**src/hdl/hbl_pkg.sv**
```systemverilog
// Constants shared by the parallel host port address latch and data path
package hbl_pkg;

	// Widths
	localparam int AD_W   = 16;
	localparam int ADDR_W = 10;
	localparam int DW_W   = 32;

	// Positions in the synchronised control pin vector
	localparam int PIN_CS = 4;
	localparam int PIN_RD = 3;
	localparam int PIN_WR = 2;
	localparam int PIN_LO = 1;
	localparam int PIN_HI = 0;
	localparam int PIN_N  = 5;

	// Top address and select bit positions on the shared pins, single phase
	localparam int SP8_TOP   = 9;
	localparam int SP8_END   = 10;
	localparam int SP8_FIFO  = 11;
	localparam int SP16_TOP  = 8;
	localparam int SP16_END  = 9;
	localparam int SP16_FIFO = 10;

	// Select bit positions on the shared pins, high phase of dual phase
	localparam int DP8_END   = 2;
	localparam int DP8_FIFO  = 3;
	localparam int DP16_END  = 1;
	localparam int DP16_FIFO = 2;

	// Pieces per doubleword
	localparam logic [2:0] PIECES_8  = 3'h4;
	localparam logic [2:0] PIECES_16 = 3'h2;

	// Reset values and read output enable patterns
	localparam logic [ADDR_W-1:0] ADDR_RST = 10'h000;
	localparam logic [DW_W-1:0]   DW_RST   = 32'h0000_0000;
	localparam logic [AD_W-1:0]   OE_OFF   = 16'hFFFF;
	localparam logic [AD_W-1:0]   OE_LOW8  = 16'hFF00;
	localparam logic [AD_W-1:0]   OE_ALL   = 16'h0000;

endpackage

```
**src/hdl/hbl_host_port.sv**
```systemverilog
// Parallel host port front end: strap decode, multiplexed address latch, doubleword assembly
//
// Behaviour
// - Strap picks multiplexed address/data or separate address with index accesses.
// - Host data width strap selects sixteen or eight bits; internal words stay 32.
// - Narrow writes assemble into a doubleword; narrow reads are counted per doubleword.
// - Strap picks separate read/write strobes or enable plus direction.
// - Select, read/direction, write/enable and both latch strobes have own polarity.
// - Byte order follows latched endian bit when multiplexed, else configuration input.
// - Latched FIFO-direct bit sends writes and reads to the process-memory FIFOs.
// - Multiplexed mode has single phase on sixteen pins or dual phase on eight.
// - Single phase latches address, FIFO and endian bits at low strobe trailing edge.
// - Eight-bit single phase never drives upper pins.
// - Optional select qualification: capture only if select active during the strobe.
// - Latched address holds until reset or a new capture.
// - Dual phase: low byte at low strobe end, rest at high strobe end, any order.
// - Dual phase upper pins unused at eight bits, data only at sixteen bits.
// - Dual phase qualification needs select active during each strobe.
// - Eight-bit: address bit n on pin n, byte range to 3FFh.
// - Sixteen-bit: address bit 1 on pin 0 upward, word range to 1FFh.
// - Every latched address is presented inside as a byte address.
// - Endian bit sits one pin above the top address bit.
// - FIFO-direct bit sits two pins above the top address bit.
// - Endian bit zero means little endian, one means big endian.
`timescale 1ns/1ps
module hbl_host_port
	import hbl_pkg::*;
(
	// Clock and reset
	input  wire logic              clk,
	input  wire logic              sys_rst,
	// Configuration straps
	input  wire logic              cfg_mux_mode,
	input  wire logic              cfg_width16,
	input  wire logic              cfg_enable_dir,
	input  wire logic              cfg_dual_phase,
	input  wire logic              cfg_cs_qualify,
	input  wire logic              cfg_endian_big,
	input  wire logic              pol_cs,
	input  wire logic              pol_rd,
	input  wire logic              pol_wr,
	input  wire logic              pol_latch_low,
	input  wire logic              pol_latch_high,
	// Host pins
	input  wire logic              cs_pin,
	input  wire logic              rd_pin,
	input  wire logic              wr_pin,
	input  wire logic              latch_low_strobe,
	input  wire logic              latch_high_strobe,
	input  wire logic [AD_W-1:0]   ad_in,
	output logic      [AD_W-1:0]   ad_out,
	output logic      [AD_W-1:0]   ad_oe_n,
	// Index address for separate address mode
	input  wire logic [ADDR_W-1:0] index_addr,
	// Internal side
	output logic      [ADDR_W-1:0] host_addr,
	output logic                   host_big_endian,
	output logic                   host_fifo_direct,
	output logic                   dw_wr_stb,
	output logic      [DW_W-1:0]   dw_wr_data,
	output logic      [ADDR_W-1:0] dw_wr_addr,
	output logic                   dw_wr_fifo,
	input  wire logic [DW_W-1:0]   dw_rd_data,
	output logic                   dw_rd_done,
	output logic                   dw_rd_fifo
);

	// Synchronisers
	logic [PIN_N-1:0] pin_s1_r;
	logic [PIN_N-1:0] pin_s2_r;
	logic [AD_W-1:0]  ad_s1_r;
	logic [AD_W-1:0]  ad_s2_r;
	logic [1:0]       sync_ok_r;

	// Pin stages hold no real level until two edges after reset; mask them meanwhile
	always_ff @(posedge clk or posedge sys_rst) begin
		if (sys_rst) begin
			sync_ok_r <= 2'h0;
		end else begin
			sync_ok_r <= {sync_ok_r[0], 1'b1};
		end
	end

	always_ff @(posedge clk or posedge sys_rst) begin
		if (sys_rst) begin
			pin_s1_r <= '0;
			pin_s2_r <= '0;
			ad_s1_r  <= '0;
			ad_s2_r  <= '0;
		end else begin
			pin_s1_r <= {cs_pin, rd_pin, wr_pin, latch_low_strobe, latch_high_strobe};
			pin_s2_r <= pin_s1_r;
			ad_s1_r  <= ad_in;
			ad_s2_r  <= ad_s1_r;
		end
	end

	// Polarity normalisation per pin
	logic [PIN_N-1:0] pol;
	logic [PIN_N-1:0] act;

	assign pol = {pol_cs, pol_rd, pol_wr, pol_latch_low, pol_latch_high};

	genvar gi;
	generate
		for (gi = 0; gi < PIN_N; gi++) begin : g_pol
			assign act[gi] = sync_ok_r[1] & (pin_s2_r[gi] == pol[gi]);
		end
	endgenerate

	// Cycle decode
	logic rd_cyc;
	logic wr_cyc;
	logic lo_act;
	logic hi_act;

	always_comb begin
		if (cfg_enable_dir) begin
			rd_cyc = act[PIN_CS] & act[PIN_WR] & act[PIN_RD];
			wr_cyc = act[PIN_CS] & act[PIN_WR] & ~act[PIN_RD];
		end else begin
			rd_cyc = act[PIN_CS] & act[PIN_RD];
			wr_cyc = act[PIN_CS] & act[PIN_WR];
		end
		lo_act = act[PIN_LO] & cfg_mux_mode;
		hi_act = act[PIN_HI] & cfg_mux_mode & cfg_dual_phase;
	end

	// Edge and qualification state
	logic [3:0] prev_r;
	logic [3:0] prev_nxt;
	logic       cs_lo_r;
	logic       cs_lo_nxt;
	logic       cs_hi_r;
	logic       cs_hi_nxt;
	logic       lo_end;
	logic       hi_end;
	logic       rd_start;
	logic       rd_end;
	logic       wr_end;
	logic       lo_take;
	logic       hi_take;

	always_comb begin
		prev_nxt  = {rd_cyc, wr_cyc, lo_act, hi_act};
		lo_end    = prev_r[1] & ~lo_act;
		hi_end    = prev_r[0] & ~hi_act;
		wr_end    = prev_r[2] & ~wr_cyc;
		rd_start  = rd_cyc & ~prev_r[3];
		rd_end    = prev_r[3] & ~rd_cyc;
		cs_lo_nxt = lo_act ? (cs_lo_r | act[PIN_CS]) : 1'b0;
		cs_hi_nxt = hi_act ? (cs_hi_r | act[PIN_CS]) : 1'b0;
		lo_take   = lo_end & (~cfg_cs_qualify | cs_lo_r);
		hi_take   = hi_end & (~cfg_cs_qualify | cs_hi_r);
	end

	always_ff @(posedge clk or posedge sys_rst) begin
		if (sys_rst) begin
			prev_r  <= '0;
			cs_lo_r <= 1'b0;
			cs_hi_r <= 1'b0;
		end else begin
			prev_r  <= prev_nxt;
			cs_lo_r <= cs_lo_nxt;
			cs_hi_r <= cs_hi_nxt;
		end
	end

	// Address latch, kept as a byte address
	logic [ADDR_W-1:0] addr_r;
	logic [ADDR_W-1:0] addr_nxt;
	logic              end_r;
	logic              end_nxt;
	logic              fifo_r;
	logic              fifo_nxt;

	always_comb begin
		addr_nxt = addr_r;
		end_nxt  = end_r;
		fifo_nxt = fifo_r;
		if (lo_take) begin
			if (cfg_dual_phase) begin
				if (cfg_width16)
					addr_nxt[8:1] = ad_s2_r[7:0];
				else
					addr_nxt[7:0] = ad_s2_r[7:0];
			end else if (cfg_width16) begin
				addr_nxt = {ad_s2_r[SP16_TOP:0], 1'b0};
				end_nxt  = ad_s2_r[SP16_END];
				fifo_nxt = ad_s2_r[SP16_FIFO];
			end else begin
				addr_nxt = ad_s2_r[SP8_TOP:0];
				end_nxt  = ad_s2_r[SP8_END];
				fifo_nxt = ad_s2_r[SP8_FIFO];
			end
		end
		if (hi_take) begin
			if (cfg_width16) begin
				addr_nxt[9] = ad_s2_r[0];
				addr_nxt[0] = 1'b0;
				end_nxt     = ad_s2_r[DP16_END];
				fifo_nxt    = ad_s2_r[DP16_FIFO];
			end else begin
				addr_nxt[9:8] = ad_s2_r[1:0];
				end_nxt       = ad_s2_r[DP8_END];
				fifo_nxt      = ad_s2_r[DP8_FIFO];
			end
		end
	end

	always_ff @(posedge clk or posedge sys_rst) begin
		if (sys_rst) begin
			addr_r <= ADDR_RST;
			end_r  <= 1'b0;
			fifo_r <= 1'b0;
		end else begin
			addr_r <= addr_nxt;
			end_r  <= end_nxt;
			fifo_r <= fifo_nxt;
		end
	end

	// Effective address, byte order and FIFO select
	logic [ADDR_W-1:0] eff_addr;
	logic              eff_big;
	logic              eff_fifo;
	logic [1:0]        lane;
	logic [2:0]        pieces;

	always_comb begin
		eff_addr = cfg_mux_mode ? addr_r : index_addr;
		eff_big  = cfg_mux_mode ? end_r : cfg_endian_big;
		eff_fifo = cfg_mux_mode & fifo_r;
		pieces   = cfg_width16 ? PIECES_16 : PIECES_8;
		if (cfg_width16)
			lane = {eff_addr[1] ^ eff_big, 1'b0};
		else
			lane = eff_addr[1:0] ^ {eff_big, eff_big};
	end

	// Write assembly
	logic [DW_W-1:0]   asm_r;
	logic [DW_W-1:0]   asm_nxt;
	logic [2:0]        wcnt_r;
	logic [2:0]        wcnt_nxt;
	logic              wr_stb_r;
	logic              wr_stb_nxt;
	logic [DW_W-1:0]   wr_data_r;
	logic [DW_W-1:0]   wr_data_nxt;
	logic [ADDR_W-1:0] wr_addr_r;
	logic [ADDR_W-1:0] wr_addr_nxt;
	logic              wr_fifo_r;
	logic              wr_fifo_nxt;

	always_comb begin
		asm_nxt     = asm_r;
		wcnt_nxt    = wcnt_r;
		wr_stb_nxt  = 1'b0;
		wr_data_nxt = wr_data_r;
		wr_addr_nxt = wr_addr_r;
		wr_fifo_nxt = wr_fifo_r;
		if (wr_end) begin
			if (cfg_width16)
				asm_nxt[{lane, 3'b000} +: 16] = eff_big ?
					{ad_s2_r[7:0], ad_s2_r[15:8]} : ad_s2_r;
			else
				asm_nxt[{lane, 3'b000} +: 8] = ad_s2_r[7:0];
			if (wcnt_r + 3'h1 == pieces) begin
				wcnt_nxt    = 3'h0;
				wr_stb_nxt  = 1'b1;
				wr_data_nxt = asm_nxt;
				wr_addr_nxt = {eff_addr[9:2], 2'b00};
				wr_fifo_nxt = eff_fifo;
			end else begin
				wcnt_nxt = wcnt_r + 3'h1;
			end
		end
	end

	always_ff @(posedge clk or posedge sys_rst) begin
		if (sys_rst) begin
			asm_r     <= DW_RST;
			wcnt_r    <= 3'h0;
			wr_stb_r  <= 1'b0;
			wr_data_r <= DW_RST;
			wr_addr_r <= ADDR_RST;
			wr_fifo_r <= 1'b0;
		end else begin
			asm_r     <= asm_nxt;
			wcnt_r    <= wcnt_nxt;
			wr_stb_r  <= wr_stb_nxt;
			wr_data_r <= wr_data_nxt;
			wr_addr_r <= wr_addr_nxt;
			wr_fifo_r <= wr_fifo_nxt;
		end
	end

	// Read path: hold data at read start, drive selected lanes, count pieces
	logic [DW_W-1:0] hold_r;
	logic [DW_W-1:0] hold_nxt;
	logic [DW_W-1:0] rd_src;
	logic [2:0]      rcnt_r;
	logic [2:0]      rcnt_nxt;
	logic            rd_done_r;
	logic            rd_done_nxt;
	logic            rd_fifo_r;
	logic            rd_fifo_nxt;
	logic [AD_W-1:0] ad_out_r;
	logic [AD_W-1:0] ad_out_nxt;
	logic [AD_W-1:0] oe_n_r;
	logic [AD_W-1:0] oe_n_nxt;
	logic [15:0]     rd_word;

	always_comb begin
		hold_nxt    = rd_start ? dw_rd_data : hold_r;
		rd_src      = hold_nxt;
		rd_word     = rd_src[{lane, 3'b000} +: 16];
		rcnt_nxt    = rcnt_r;
		rd_done_nxt = 1'b0;
		rd_fifo_nxt = rd_fifo_r;
		ad_out_nxt  = ad_out_r;
		oe_n_nxt    = OE_OFF;
		if (rd_cyc) begin
			if (cfg_width16) begin
				ad_out_nxt = eff_big ? {rd_word[7:0], rd_word[15:8]} : rd_word;
				oe_n_nxt   = OE_ALL;
			end else begin
				ad_out_nxt = {8'h00, rd_word[7:0]};
				oe_n_nxt   = OE_LOW8;
			end
		end
		if (rd_end) begin
			if (rcnt_r + 3'h1 == pieces) begin
				rcnt_nxt    = 3'h0;
				rd_done_nxt = 1'b1;
				rd_fifo_nxt = eff_fifo;
			end else begin
				rcnt_nxt = rcnt_r + 3'h1;
			end
		end
	end

	always_ff @(posedge clk or posedge sys_rst) begin
		if (sys_rst) begin
			hold_r    <= DW_RST;
			rcnt_r    <= 3'h0;
			rd_done_r <= 1'b0;
			rd_fifo_r <= 1'b0;
			ad_out_r  <= '0;
			oe_n_r    <= OE_OFF;
		end else begin
			hold_r    <= hold_nxt;
			rcnt_r    <= rcnt_nxt;
			rd_done_r <= rd_done_nxt;
			rd_fifo_r <= rd_fifo_nxt;
			ad_out_r  <= ad_out_nxt;
			oe_n_r    <= oe_n_nxt;
		end
	end

	// Registered copies of the effective address state
	logic [ADDR_W-1:0] haddr_r;
	logic              hbig_r;
	logic              hfifo_r;

	always_ff @(posedge clk or posedge sys_rst) begin
		if (sys_rst) begin
			haddr_r <= ADDR_RST;
			hbig_r  <= 1'b0;
			hfifo_r <= 1'b0;
		end else begin
			haddr_r <= eff_addr;
			hbig_r  <= eff_big;
			hfifo_r <= eff_fifo;
		end
	end

	assign ad_out           = ad_out_r;
	assign ad_oe_n          = oe_n_r;
	assign host_addr        = haddr_r;
	assign host_big_endian  = hbig_r;
	assign host_fifo_direct = hfifo_r;
	assign dw_wr_stb        = wr_stb_r;
	assign dw_wr_data       = wr_data_r;
	assign dw_wr_addr       = wr_addr_r;
	assign dw_wr_fifo       = wr_fifo_r;
	assign dw_rd_done       = rd_done_r;
	assign dw_rd_fifo       = rd_fifo_r;
endmodule

```
**config.mk**
```make
export PLATFORM = sky130hd
export DESIGN_NAME = hbl_host_port
export DESIGN_NICKNAME = d
export VERILOG_FILES = /design/src/hdl/hbl_pkg.sv /design/src/hdl/hbl_host_port.sv
export SDC_FILE = /design/constraint.sdc
export NUM_CORES = 1
export LEC_CHECK = 0
export BUFFER_PORTS_ARGS = -buffer_cell sky130_fd_sc_hd__buf_4
export CAP_MARGIN = 20
export CELL_PAD_IN_SITES_DETAIL_PLACEMENT = 2
export CELL_PAD_IN_SITES_GLOBAL_PLACEMENT = 2
export CORE_MARGIN = 4
export CORE_UTILIZATION = 32
export CTS_CLUSTER_SIZE = 14
export DETAILED_ROUTE_END_ITERATION = 8
export GPL_TIMING_DRIVEN = 0
export PLACE_DENSITY_LB_ADDON = 0.1
export SETUP_SLACK_MARGIN = 0.3
export SLEW_MARGIN = 20
export SYNTH_ARGS = -nofsm -noshare
export SYNTH_HDL_FRONTEND = slang
export SYNTH_SLANG_ARGS = --single-unit
export TNS_END_PERCENT = 50
```
**constraint.sdc**
```tcl
create_clock -name clk -period 6.27 [get_ports clk]
set_clock_uncertainty 0.2 [all_clocks]
set_input_delay 0.3135 -clock clk [delete_from_list [all_inputs] [get_ports clk]]
set_output_delay 0.3135 -clock clk [all_outputs]
set_load 0.05 [all_outputs]
```
# Yosys cells after proc, flatten, opt, wreduce, memory -nomap -nowiden
# Cells that the tools add are included.
[classes]
addsub = 3
mul = 0
div = 0
order_cmp = 0
eq_ne = 8
shift = 5
mux = 45
n_bitwise = 33
n_reduce_logical = 4
[op_table]
columns = ["operator", "n"]
rows = [
  ["$mux 16", 5],
  ["$bwmux 32", 2],
  ["$mux 32", 2],
  ["$shift 16x7->32 const A", 1],
  ["$shift 8x7->32 const A", 1],
  ["$shiftx 16x7->32", 1],
  ["$shiftx 32x6->16", 1],
  ["$shiftx 8x7->32", 1],
  ["$mux 10", 3],
  ["$mux 1", 26],
  ["$and 1x1->1", 20],
  ["$mux 3", 3],
  ["$mux 9", 1],
  ["$mux 7", 1],
  ["$neg 5->7", 1],
  ["$not 1->1", 7],
  ["$add 3x1->3 const B", 2],
  ["$eq 3x3->1", 2],
  ["$reduce_and 2->1", 3],
  ["$eq 1x1->1", 5],
  ["$mux 2", 2],
  ["$or 1x1->1", 4],
  ["$ne 2x1->1 const B", 1],
  ["$reduce_bool 2->1", 1],
  ["other kinds (2)", 2],
]
[totals]
ff_bits = 220
latch_bits = 0
mem_bits_rw = 0
romBits = 0
n_memories = 0

# Longest topological paths before layout
# Gate-level depths: netlist (run 1).
[logic_depth]
ltp_word = 10
ltp_mapped = 13
mapped_depth_nobuf = 10

# Least setup slack after synthesis (run 1)
# OpenSTA, ideal clock, no wires.
[synth_timing]
path_kind = "reg2reg"
startpoint = "register end_r"
endpoint = "register wr_data_r[16], in the netlist dw_wr_data[16]"
arrival_ns = 3.065
required_ns = 6.003
slack_ns = 2.938
stages_incl_launch_ff = 12
n_path_buf = 3
period_less_slack_ns = 3.332
path_cell_list = "dfrtp_1 > xor2_1 > a22oi_4 > clkbuf_1 > ha_1 > clkbuf_1 > or3_1 > clkbuf_1 > nor3_2 > a221oi_1 > a21oi_1 > mux2_2"
[synth_via]
elab_chain_cells = 7
[synth_lines]
columns = ["item", "line", "source"]
rows = [
  ["start: declaration", "hbl_host_port.sv:172", "logic end_r;"],
  ["start signal: assignment", "hbl_host_port.sv:218", "end_r <= end_nxt;"],
  ["$mux 1 (*)", "hbl_host_port.sv:232", "eff_big = cfg_mux_mode ? end_r : cfg_endian_big;"],
  ["$xor 2x2->2 / $xor 1x1->1 (equally long branches)", "hbl_host_port.sv:238, hbl_host_port.sv:236", ""],
  ["$mux 2", "hbl_host_port.sv:235", "if (cfg_width16)"],
  ["$neg 5->7", "hbl_host_port.sv:264, hbl_host_port.sv:267", ""],
  ["$shiftx 16x7->32 (tied with other cells)", "hbl_host_port.sv:264", "asm_nxt[{lane, 3'b000} +: 16] = eff_big ?"],
  ["$bwmux 32 (on tied branches)", "hbl_host_port.sv:264, hbl_host_port.sv:267", ""],
  ["$mux 32 (*)", "hbl_host_port.sv:263", "if (cfg_width16)"],
  ["end signal: assignment", "hbl_host_port.sv:292", "wr_data_r <= wr_data_nxt;"],
  ["end: declaration", "hbl_host_port.sv:248", "logic [DW_W-1:0] wr_data_r;"],
]
# Every way passes the cells marked *; elsewhere a longest branch is shown, timed or not.
# A chain may end at the register's enable or synchronous reset.

# Worst setup path after layout (run 1)
[layout_timing]
startpoint = "input index_addr[0]"
endpoint = "register asm_r[17]"
[layout_via]
elab_chain_cells = 7
[layout_lines]
columns = ["item", "line", "source"]
rows = [
  ["start: declaration", "hbl_host_port.sv:54", "input wire logic [ADDR_W-1:0] index_addr,"],
  ["$mux 10 (*)", "hbl_host_port.sv:231", "eff_addr = cfg_mux_mode ? addr_r : index_addr;"],
  ["$xor 2x2->2 (*)", "hbl_host_port.sv:238", "lane = eff_addr[1:0] ^ {eff_big, eff_big};"],
  ["$mux 2 (*)", "hbl_host_port.sv:235", ""],
  ["$neg 5->7 (*)", "hbl_host_port.sv:264, hbl_host_port.sv:267", ""],
  ["$shiftx 16x7->32 (tied with other cells)", "hbl_host_port.sv:264", ""],
  ["$bwmux 32 (on tied branches)", "hbl_host_port.sv:264, hbl_host_port.sv:267", ""],
  ["$mux 32 (*)", "hbl_host_port.sv:263", ""],
  ["end signal: assignment", "hbl_host_port.sv:289", "asm_r <= asm_nxt;"],
  ["end: declaration", "hbl_host_port.sv:242", "logic [DW_W-1:0] asm_r;"],
]
# Marks and branches as above.

==> results.md, run 1 <==
- Status: complete, but fails checks
- Failing checks: negative hold slack
- Met1 WL: 16700 um
- Number of flops mapped to enable cells by yosys: 0
- Initial antenna violation count: 0
- Num CTS Buffers: 25
- Setup-failing EPs final: 0
- Hold crit path type: in -> reg
- H-tree levels: 1
- Nets: approximately 1300
- First-pass GRT wire length: around 58000 um
- Max-slew headroom: 0.427
- Crit path time final: between 4 and 5 ns
- Setup TNS: 0 ns
- Total grt overflow: 0
- Crit. Startpoint: index_addr[0]
- WHS Endpoint: prev_r[0]$_DFF_PP0_
- DRC Markers: 0
- Largest net degree at the start of global routing: 35
- Clk_lat worst skew: 0.52 ns
- Die Y: 184 um
- CP Class: in -> reg
- Setup bufs post-CTS: 0
- WP data arrival: approximately 4.9 ns
- RSZ-0062 raised after global routing: false
- Maximum buffer depth of the clock tree: 3
- Routed length per instance: ~22 um
- Pwr Density: roughly 410 nW/um2
- Register share of total power: 0.346
- Internal: roughly 3.3 mW
- Starting density of the core: 0.325
- ANT cells: 0
- Commonest cells after routing, fill and taps aside: dfrtp_1, nand2_1, buf_4
- Gr usage total: 0.217
- Die W: 184 um
- Post-Route WL: about 37000 um
- Distinct cells, synth: 55
- CTS tree: built
- Row Count: 64
- I/O pin count: ~170
- Syn Area/Cell: approximately 10 um2
- Post-synthesis cell area: ~10000 um2
- Leak Pwr: roughly 6.3 nW
- Met2 WL: 18000 um
- CTS root buf: clkbuf_16
- Reg2reg path depth: 11
- Slew Limit Fails: 0
- Detail Placement HPWL: 26100 um
- CTS clk-pin slew, worst paths: ~0.06 ns
- Reg-to-reg startpoint: end_r$_DFFE_PP0P_
- Post-synthesis sequential area ratio: 0.518
- Port bufs: ~160
- Hold_sp: pol_latch_high
- Via count: ~8800
- Main synth FF type: dfrtp_1
- Layout area overhead: 34.3%
- VDD IR-drop max: 0.285 mV
- Hold slack: -0.000493 ns
- Via density: roughly 5.3
- Post-cts sizing count: 0
- Overall Power: approximately 5.4 mW
- CP required: around 6.5 ns
- Combinational share of power: 0.376
- Hold depth: 3
- Synthesis Warnings: 0
- Core box area: about 31000 um2
- Layout cells sized above 1: 0.259
- Slew of the pin with the lowest slew margin: approximately 0.86 ns
- Final hold violations: 1
- Initial DRC count: 443
- Period Utilization, post-route: 0.736
- FF-to-FF setup slack: 1.66 ns
- Switching Share: 0.390
- Total die area: about 34000 um2
- CP Max Fanout: 13
- Post-synthesis async set-or-reset flop share: 1.00
- Fmax: around 0.22 GHz
- Syn Inst Count: about 1000
- RR Endpoint: asm_r[17]$_DFFE_PP0N_
- Post-CTS Hold Buffers: 71
- Synth Register Bits: a little over 200
- Clock tree sinks: 206
- Vias in the first global route: between 9000 and 10000
- Met3 WL post-DR: between 1500 and 2000 um
- Worst setup EP type: flop
- Max-cap violations: 0
- GPL Wtd Cong: about 0.8
- DRT Pass-1 Iters: 5
- Clk pwr share: 0.278
- Switching pwr: between 2 and 2.5 mW
- Crit path launch type: input pin
- Uppermost layer routed: met4
- Most common cell after layout, fill and taps aside: dfrtp_1
- Post-route ant nets: 0
## per-stage QoR
step / hold WS (ns) / util / instances / worst slack [ns] / cell area, um2
after floorplan: 0.131 / - / 980 / 2.94 / 9970
after global placement: 0.134 / 0.381 / 1538 / 1.53 / 11700
after detailed placement: 0.0838 / 0.386 / 1545 / 1.61 / 11800
after CTS: 0.00192 / 0.436 / 1660 / 1.57 / 13400
after global routing: 0.0254 / 0.436 / 1660 / 1.37 / 13400
final: -0.000493 / 0.436 / 1660 / 1.66 / 13400
## worst max-delay path: stages
cell and delay (ns):
dlygate4sd3_1 0.55, buf_4 0.16, xor2_1 0.17, a22oi_4 0.42
clkbuf_1 0.67, ha_1 0.36, clkbuf_1 0.21, or3_1 0.44
clkbuf_1 0.28, nor3_2 0.59, a221oi_1 0.17, a21oi_1 0.31
mux2_2 0.22
## area by class of cell
cell class / count / area, um2
buffer: 81 / 394
timing repair buffer: 240 / 2070
inverter: 22 / 86.3
clock inverter: 8 / 119
sequential: 206 / 5160
fill: 3255 / 17300
multi-input combinational: 671 / 4330
tap: 396 / 495
clock buffer: 36 / 727
## flip-flops by register name, summed over array words and instances, names as in the netlist, 2 cells and up
| signal | cells |
|---|---|
| rcnt_r | 3 |
| dw_wr_addr | 8 |
| ad_out | 16 |
| pin_s2_r | 5 |
| host_addr | 10 |
| ad_s2_r | 16 |
| hold_r | 32 |
| pin_s1_r | 5 |
| ad_oe_n | 2 |
| wcnt_r | 3 |
| sync_ok_r | 2 |
| asm_r | 32 |
| ad_s1_r | 16 |
| prev_r | 4 |
| dw_wr_data | 32 |
| addr_r | 10 |
## cell usage after synthesis, types with 5 or more instances
master    instances  area share
a31oi_1          10      0.0063
o21bai_1          7      0.0053
a32o_1            6      0.0060
a22o_1           18       0.016
nor3_1            7      0.0035
nand2b_1          8      0.0050
buf_2            18      0.0090
dfrtp_1         204        0.51
nand3_1          12      0.0060
mux4_2            7       0.016
o211ai_1          6      0.0045
nand2_1         200       0.075
buf_1             7      0.0026
nor2_1           48       0.018
nor3b_1           6      0.0045
o221ai_1          7      0.0062
inv_1            17      0.0064
and3_1            5      0.0031
a22oi_1           9      0.0068
or3_1            13      0.0082
xnor2_1           5      0.0044
ha_1              8       0.010
clkbuf_1         38       0.014
xor2_1            8      0.0070
a21oi_1          60       0.030
o21ai_0          38       0.019
a221oi_1         16       0.014
mux2_2           61       0.069
nor2b_1           6      0.0038
o21ai_1           5      0.0025
o22ai_1          11      0.0069
buf_4            18       0.014
mux2i_1          42       0.042
a211oi_1          6      0.0045
## kinds of logic after synthesis
group,share of synthesized area
and+or+nand+nor,0.137
muxes,0.128
buffers and inverters,0.0478
DFF,0.518
other,0.000754
adders and majority gates,0.0100
xor gates and xnor gates,0.0114
AOI/OAI and AO/OA,0.147
## power groups by stage
stage	combinational, mW	sequential, mW	clock, mW
6_report	2.04	1.88	1.51
5_1_grt	2.21	1.92	1.61
4_1_cts	2.06	1.88	1.54
3_5_place_dp	2.01	1.90	0
3_3_place_gp	1.95	1.88	0
2_1_floorplan	0.926	2.29	0
## routing by layer
metal  track usage  up-vias
met3        0.0276       49
met2         0.368      210
met5             0        -
met1         0.303     4575
li1              -     3976
met4        0.0376        0
## worst max-delay path by stage
stage / cells after the start / end / slack (ns)
2_1_floorplan: 11 / dw_wr_data[16]$_DFFE_PP0P_ / 2.94
3_3_place_gp: 2 / ad_s1_r[3]$_DFF_PP0_ / 1.53
3_5_place_dp: 11 / dw_wr_data[16]$_DFFE_PP0P_ / 1.61
4_1_cts: 11 / dw_wr_data[16]$_DFFE_PP0P_ / 1.57
5_1_grt: 11 / dw_wr_data[16]$_DFFE_PP0P_ / 1.37
6_report: 13 / asm_r[17]$_DFFE_PP0N_ / 1.66
No activity file was read; power rests on OpenSTA's default activity.
==> run 2: changes to the inputs <==
--- a/config.mk
+++ b/config.mk
@@ -5,12 +5,13 @@
 export SDC_FILE = /design/constraint.sdc
 export NUM_CORES = 1
 export LEC_CHECK = 0
+export ABC_AREA = 1
 export BUFFER_PORTS_ARGS = -buffer_cell sky130_fd_sc_hd__buf_4
 export CAP_MARGIN = 20
 export CELL_PAD_IN_SITES_DETAIL_PLACEMENT = 2
 export CELL_PAD_IN_SITES_GLOBAL_PLACEMENT = 2
 export CORE_MARGIN = 4
-export CORE_UTILIZATION = 32
+export CORE_UTILIZATION = 30
 export CTS_CLUSTER_SIZE = 14
 export DETAILED_ROUTE_END_ITERATION = 8
 export GPL_TIMING_DRIVEN = 0
==> constraint.sdc (replaced) <==
create_clock -name clk -period 4.2 [get_ports clk]
set_clock_uncertainty 0.2 [all_clocks]
set_input_delay 0.21 -clock clk [delete_from_list [all_inputs] [get_ports clk]]
set_output_delay 0.21 -clock clk [all_outputs]
set_load 0.05 [all_outputs]
==> results.md, run 2 <==
- Status: finished, final reports clean
- Layout area overhead: 35.1%
- Crit. Startpoint: index_addr[0]
- Total grt overflow: 0 (unchanged)
- Post-placement cell count: 1870 (+21%)
- Post-route ant nets: 0 (unchanged)
- Worst setup EP type: flop
- GPL Wtd Cong: 0.898 (+11%)
- CTS root buf: clkbuf_16
- Hold crit path type: in -> reg
- Period Utilization, post-route: 0.894
- Row Count: 67 (+4.7%)
- Most common cell after layout, fill and taps aside: nand2_1
- Fmax: 0.266 GHz
- Setup ws final: 0.443 ns (-1.21 ns)
- Die Y: 193 um (+4.6%)
- Post-synthesis sequential area ratio: 0.502 (-0.0152)
- CP required: 4.45 ns (-2.08 ns)
- Setup-failing EPs final: 0 (unchanged)
- Syn Area/Cell: 8.20 um2 (-19%)
- Max-slew headroom: 0.371 (-0.0552)
- Pwr Density: 591 nW/um2 (+46%)
- Initial antenna violation count: 0 (unchanged)
- Top cell type by total area after synthesis: dfrtp_1
- Post-Layout Cell Count: 1996 (+20%)
- Reg-to-reg startpoint: addr_r[0]$_DFF_PP0_
- Setup bufs post-CTS: 0 (unchanged)
- Synthesis Warnings: 0 (unchanged)
- Synth top cells by count: nand2_1, dfrtp_1, nand3_1, inv_1, o21ai_0
- Gr usage total: 0.221 (+0.00445)
- Routed length per instance: 20.8 um (-7.0%)
- Number of flops mapped to enable cells by yosys: 0 (unchanged)
- Total die area: 37200 um2 (+9.5%)
- Setup crit end: dw_wr_data[0]$_DFFE_PP0P_
- RSZ-0062 raised after global routing: true
- Crit path time final: around 3.8 ns
- Via count: 9989 (+13%)
- Max-cap violations: 0 (unchanged)
- VDD IR-drop max: 0.393 mV (+38%)
- CTS clk-pin slew, worst paths: 0.06 ns (about the same)
- FF-to-FF setup slack: 0.94 ns (-0.72 ns)
- Clock tree sinks: 206 (unchanged)
- Num CTS Buffers: 25 (unchanged)
- Clk_lat worst skew: 0.52 ns (about the same)
- First-pass GRT wire length: 64400 um (+11%)
- Vias in the first global route: 11219 (+16%)
- RR Endpoint: dw_wr_data[0]$_DFFE_PP0P_
- Post-Route WL: 41500 um (+12%)
- CP Max Fanout: 13 (unchanged)
- Largest net degree at the start of global routing: 35 (unchanged)
- Synth Register Bits: 206 (unchanged)
- WP data arrival: 4.00 ns (-0.87 ns)
- Detail Placement HPWL: 30300 um (+16%)
- Starting density of the core: 0.305 (-0.0195)
- CTS tree: built
- Final hold violations: 0 (-1)
- Distinct cells, synth: 48 (-13%)
- DRC Markers: 0 (unchanged)
- Reg2reg path depth: 12 (+1)
- DP Worst Slack: 0.679 ns (-0.927 ns)
- Post-synthesis cell area: 10300 um2 (+3.0%)
- Syn Inst Count: 1252 (+28%)
- Post-synth top area share: 0.497 (-0.0150)
- Core box area: 33600 um2 (+9.6%)
- Overall Power: 8.19 mW (+51%)
- Commonest cells after routing, fill and taps aside: nand2_1, dfrtp_1, buf_4
- Setup TNS: 0 ns (unchanged)
- Post-synthesis async set-or-reset flop share: 1.00 (unchanged)
- I/O pin count: 166 (unchanged)
- H-tree levels: 1 (unchanged)
- Maximum buffer depth of the clock tree: 3 (unchanged)
- DRT Pass-1 Iters: 4 (-1)
- Crit path launch type: input pin
- Main synth FF type: dfrtp_1
- Leak Pwr: 6.84 nW (+8.7%)
- Synth top area cells: dfrtp_1, nand2_1, nand3_1
- Slew Limit Fails: 0 (unchanged)
- Die W: 193 um (+4.6%)
- Port bufs: 162 (unchanged)
- Via density: 5.00 (-5.7%)
- Layout cells sized above 1: 0.211 (-0.0473)
- Slew of the pin with the lowest slew margin: 0.937 ns (+0.0796 ns)
- Most common cell in the netlist: nand2_1
- CP Class: in -> reg
- Initial DRC count: 436 (-1.6%)
- Hold slack: 0.0508 ns (+0.0513 ns)
- Nets: 1614 (+21%)
==> run 2: cell count changes in the layout (fill, tap and decap cells not counted), moves of 31 or more <==
cell / before / now
nand2_1: 200 / 395
nand3_1: 12 / 165
inv_1: 16 / 83
mux2_2: 61 / 0
mux2i_1: 42 / 0
o21ai_1: 5 / 46
nor2_1: 48 / 11
nand4_1: 1 / 34
o21ai_0: 38 / 69
==> run 2: worst max-delay path, stage by stage <==
cell and delay (ns):
dlygate4sd3_1 0.55, buf_4 0.14, nand2_1 0.05, dlygate4sd3_1 0.56
nand2_2 0.08, nand2_4 0.10, nand3_4 0.17, buf_2 0.29
ha_1 0.46, clkinv_1 0.36, nor3_1 0.31, o21ai_0 0.15
nor3_1 0.26, a21oi_1 0.14, o21ai_1 0.15
==> run 2: final cells by class <==
cell class / count / area [um2]
clock inverter: 8 / 92.6
fill: 3778 / 19800
inverter: 101 / 385
buffer: 79 / 462
antenna: 1 / 2.50
timing repair buffer: 250 / 2170
multi-input combinational: 867 / 4280
clock buffer: 36 / 747
sequential: 206 / 5160
tap: 448 / 561
==> run 2: where the power goes <==
part           switching, mW  internal, mW
registers              0.276          2.48
logic                   2.24         0.996
clock network          0.860          1.35
total                   3.37          4.82
==> run 2: worst min path at each step <==
stage,start,depth (start not counted),end
3_3_place_gp,ad_in[12],1,ad_s1_r[12]$_DFF_PP0_
5_1_grt,cfg_mux_mode,4,prev_r[1]$_DFF_PP0_
6_report,cfg_mux_mode,4,prev_r[1]$_DFF_PP0_
3_5_place_dp,ad_in[2],1,ad_s1_r[2]$_DFF_PP0_
4_1_cts,cfg_mux_mode,4,prev_r[1]$_DFF_PP0_
2_1_floorplan,ad_in[0],0,ad_s1_r[0]$_DFF_PP0_
==> run 2: per-stage QoR <==
step | instance area [um2] | util
floorplan | 10300 | -
global placement | 12100 | 0.358
detailed placement | 12200 | 0.363
CTS | 13800 | 0.412
global route | 13900 | 0.412
finish | 13900 | 0.412
==> run 2: cells by family (layout without fill, tap and decap cells) <==
| kind of cell | after synthesis | count (layout) | share of synthesized area |
|---|---|---|---|
| AO/OA/AOI/OAI | 194 | 194 | 0.110 |
| buffers and inverters | 180 | 474 | 0.0818 |
| adder cells (fa/ha/maj) | 8 | 8 | 0.00975 |
| XOR/XNOR | 5 | 5 | 0.00427 |
| other | 2 | 4 | 0.000732 |
| flip-flops | 206 | 206 | 0.502 |
| AND/OR/NAND/NOR | 657 | 657 | 0.291 |
==> run 2: metal layers <==
layer / vias to the layer above / routed length [um] / global-route usage
met5: - / 0 / 0
met4: 0 / 1260 / 0.0618
met3: 68 / 1210 / 0.0227
met2: 154 / 21300 / 0.406
met1: 5096 / 17700 / 0.278
li1: 4671 / - / -
==> run 2: what timing repair did <==
item | CTS | global route
setup endpoints to repair | 0 | 45
hold endpoints to repair | 105 | 0
gates resized for setup | 0 | 5
hold buffers | 81 | 0
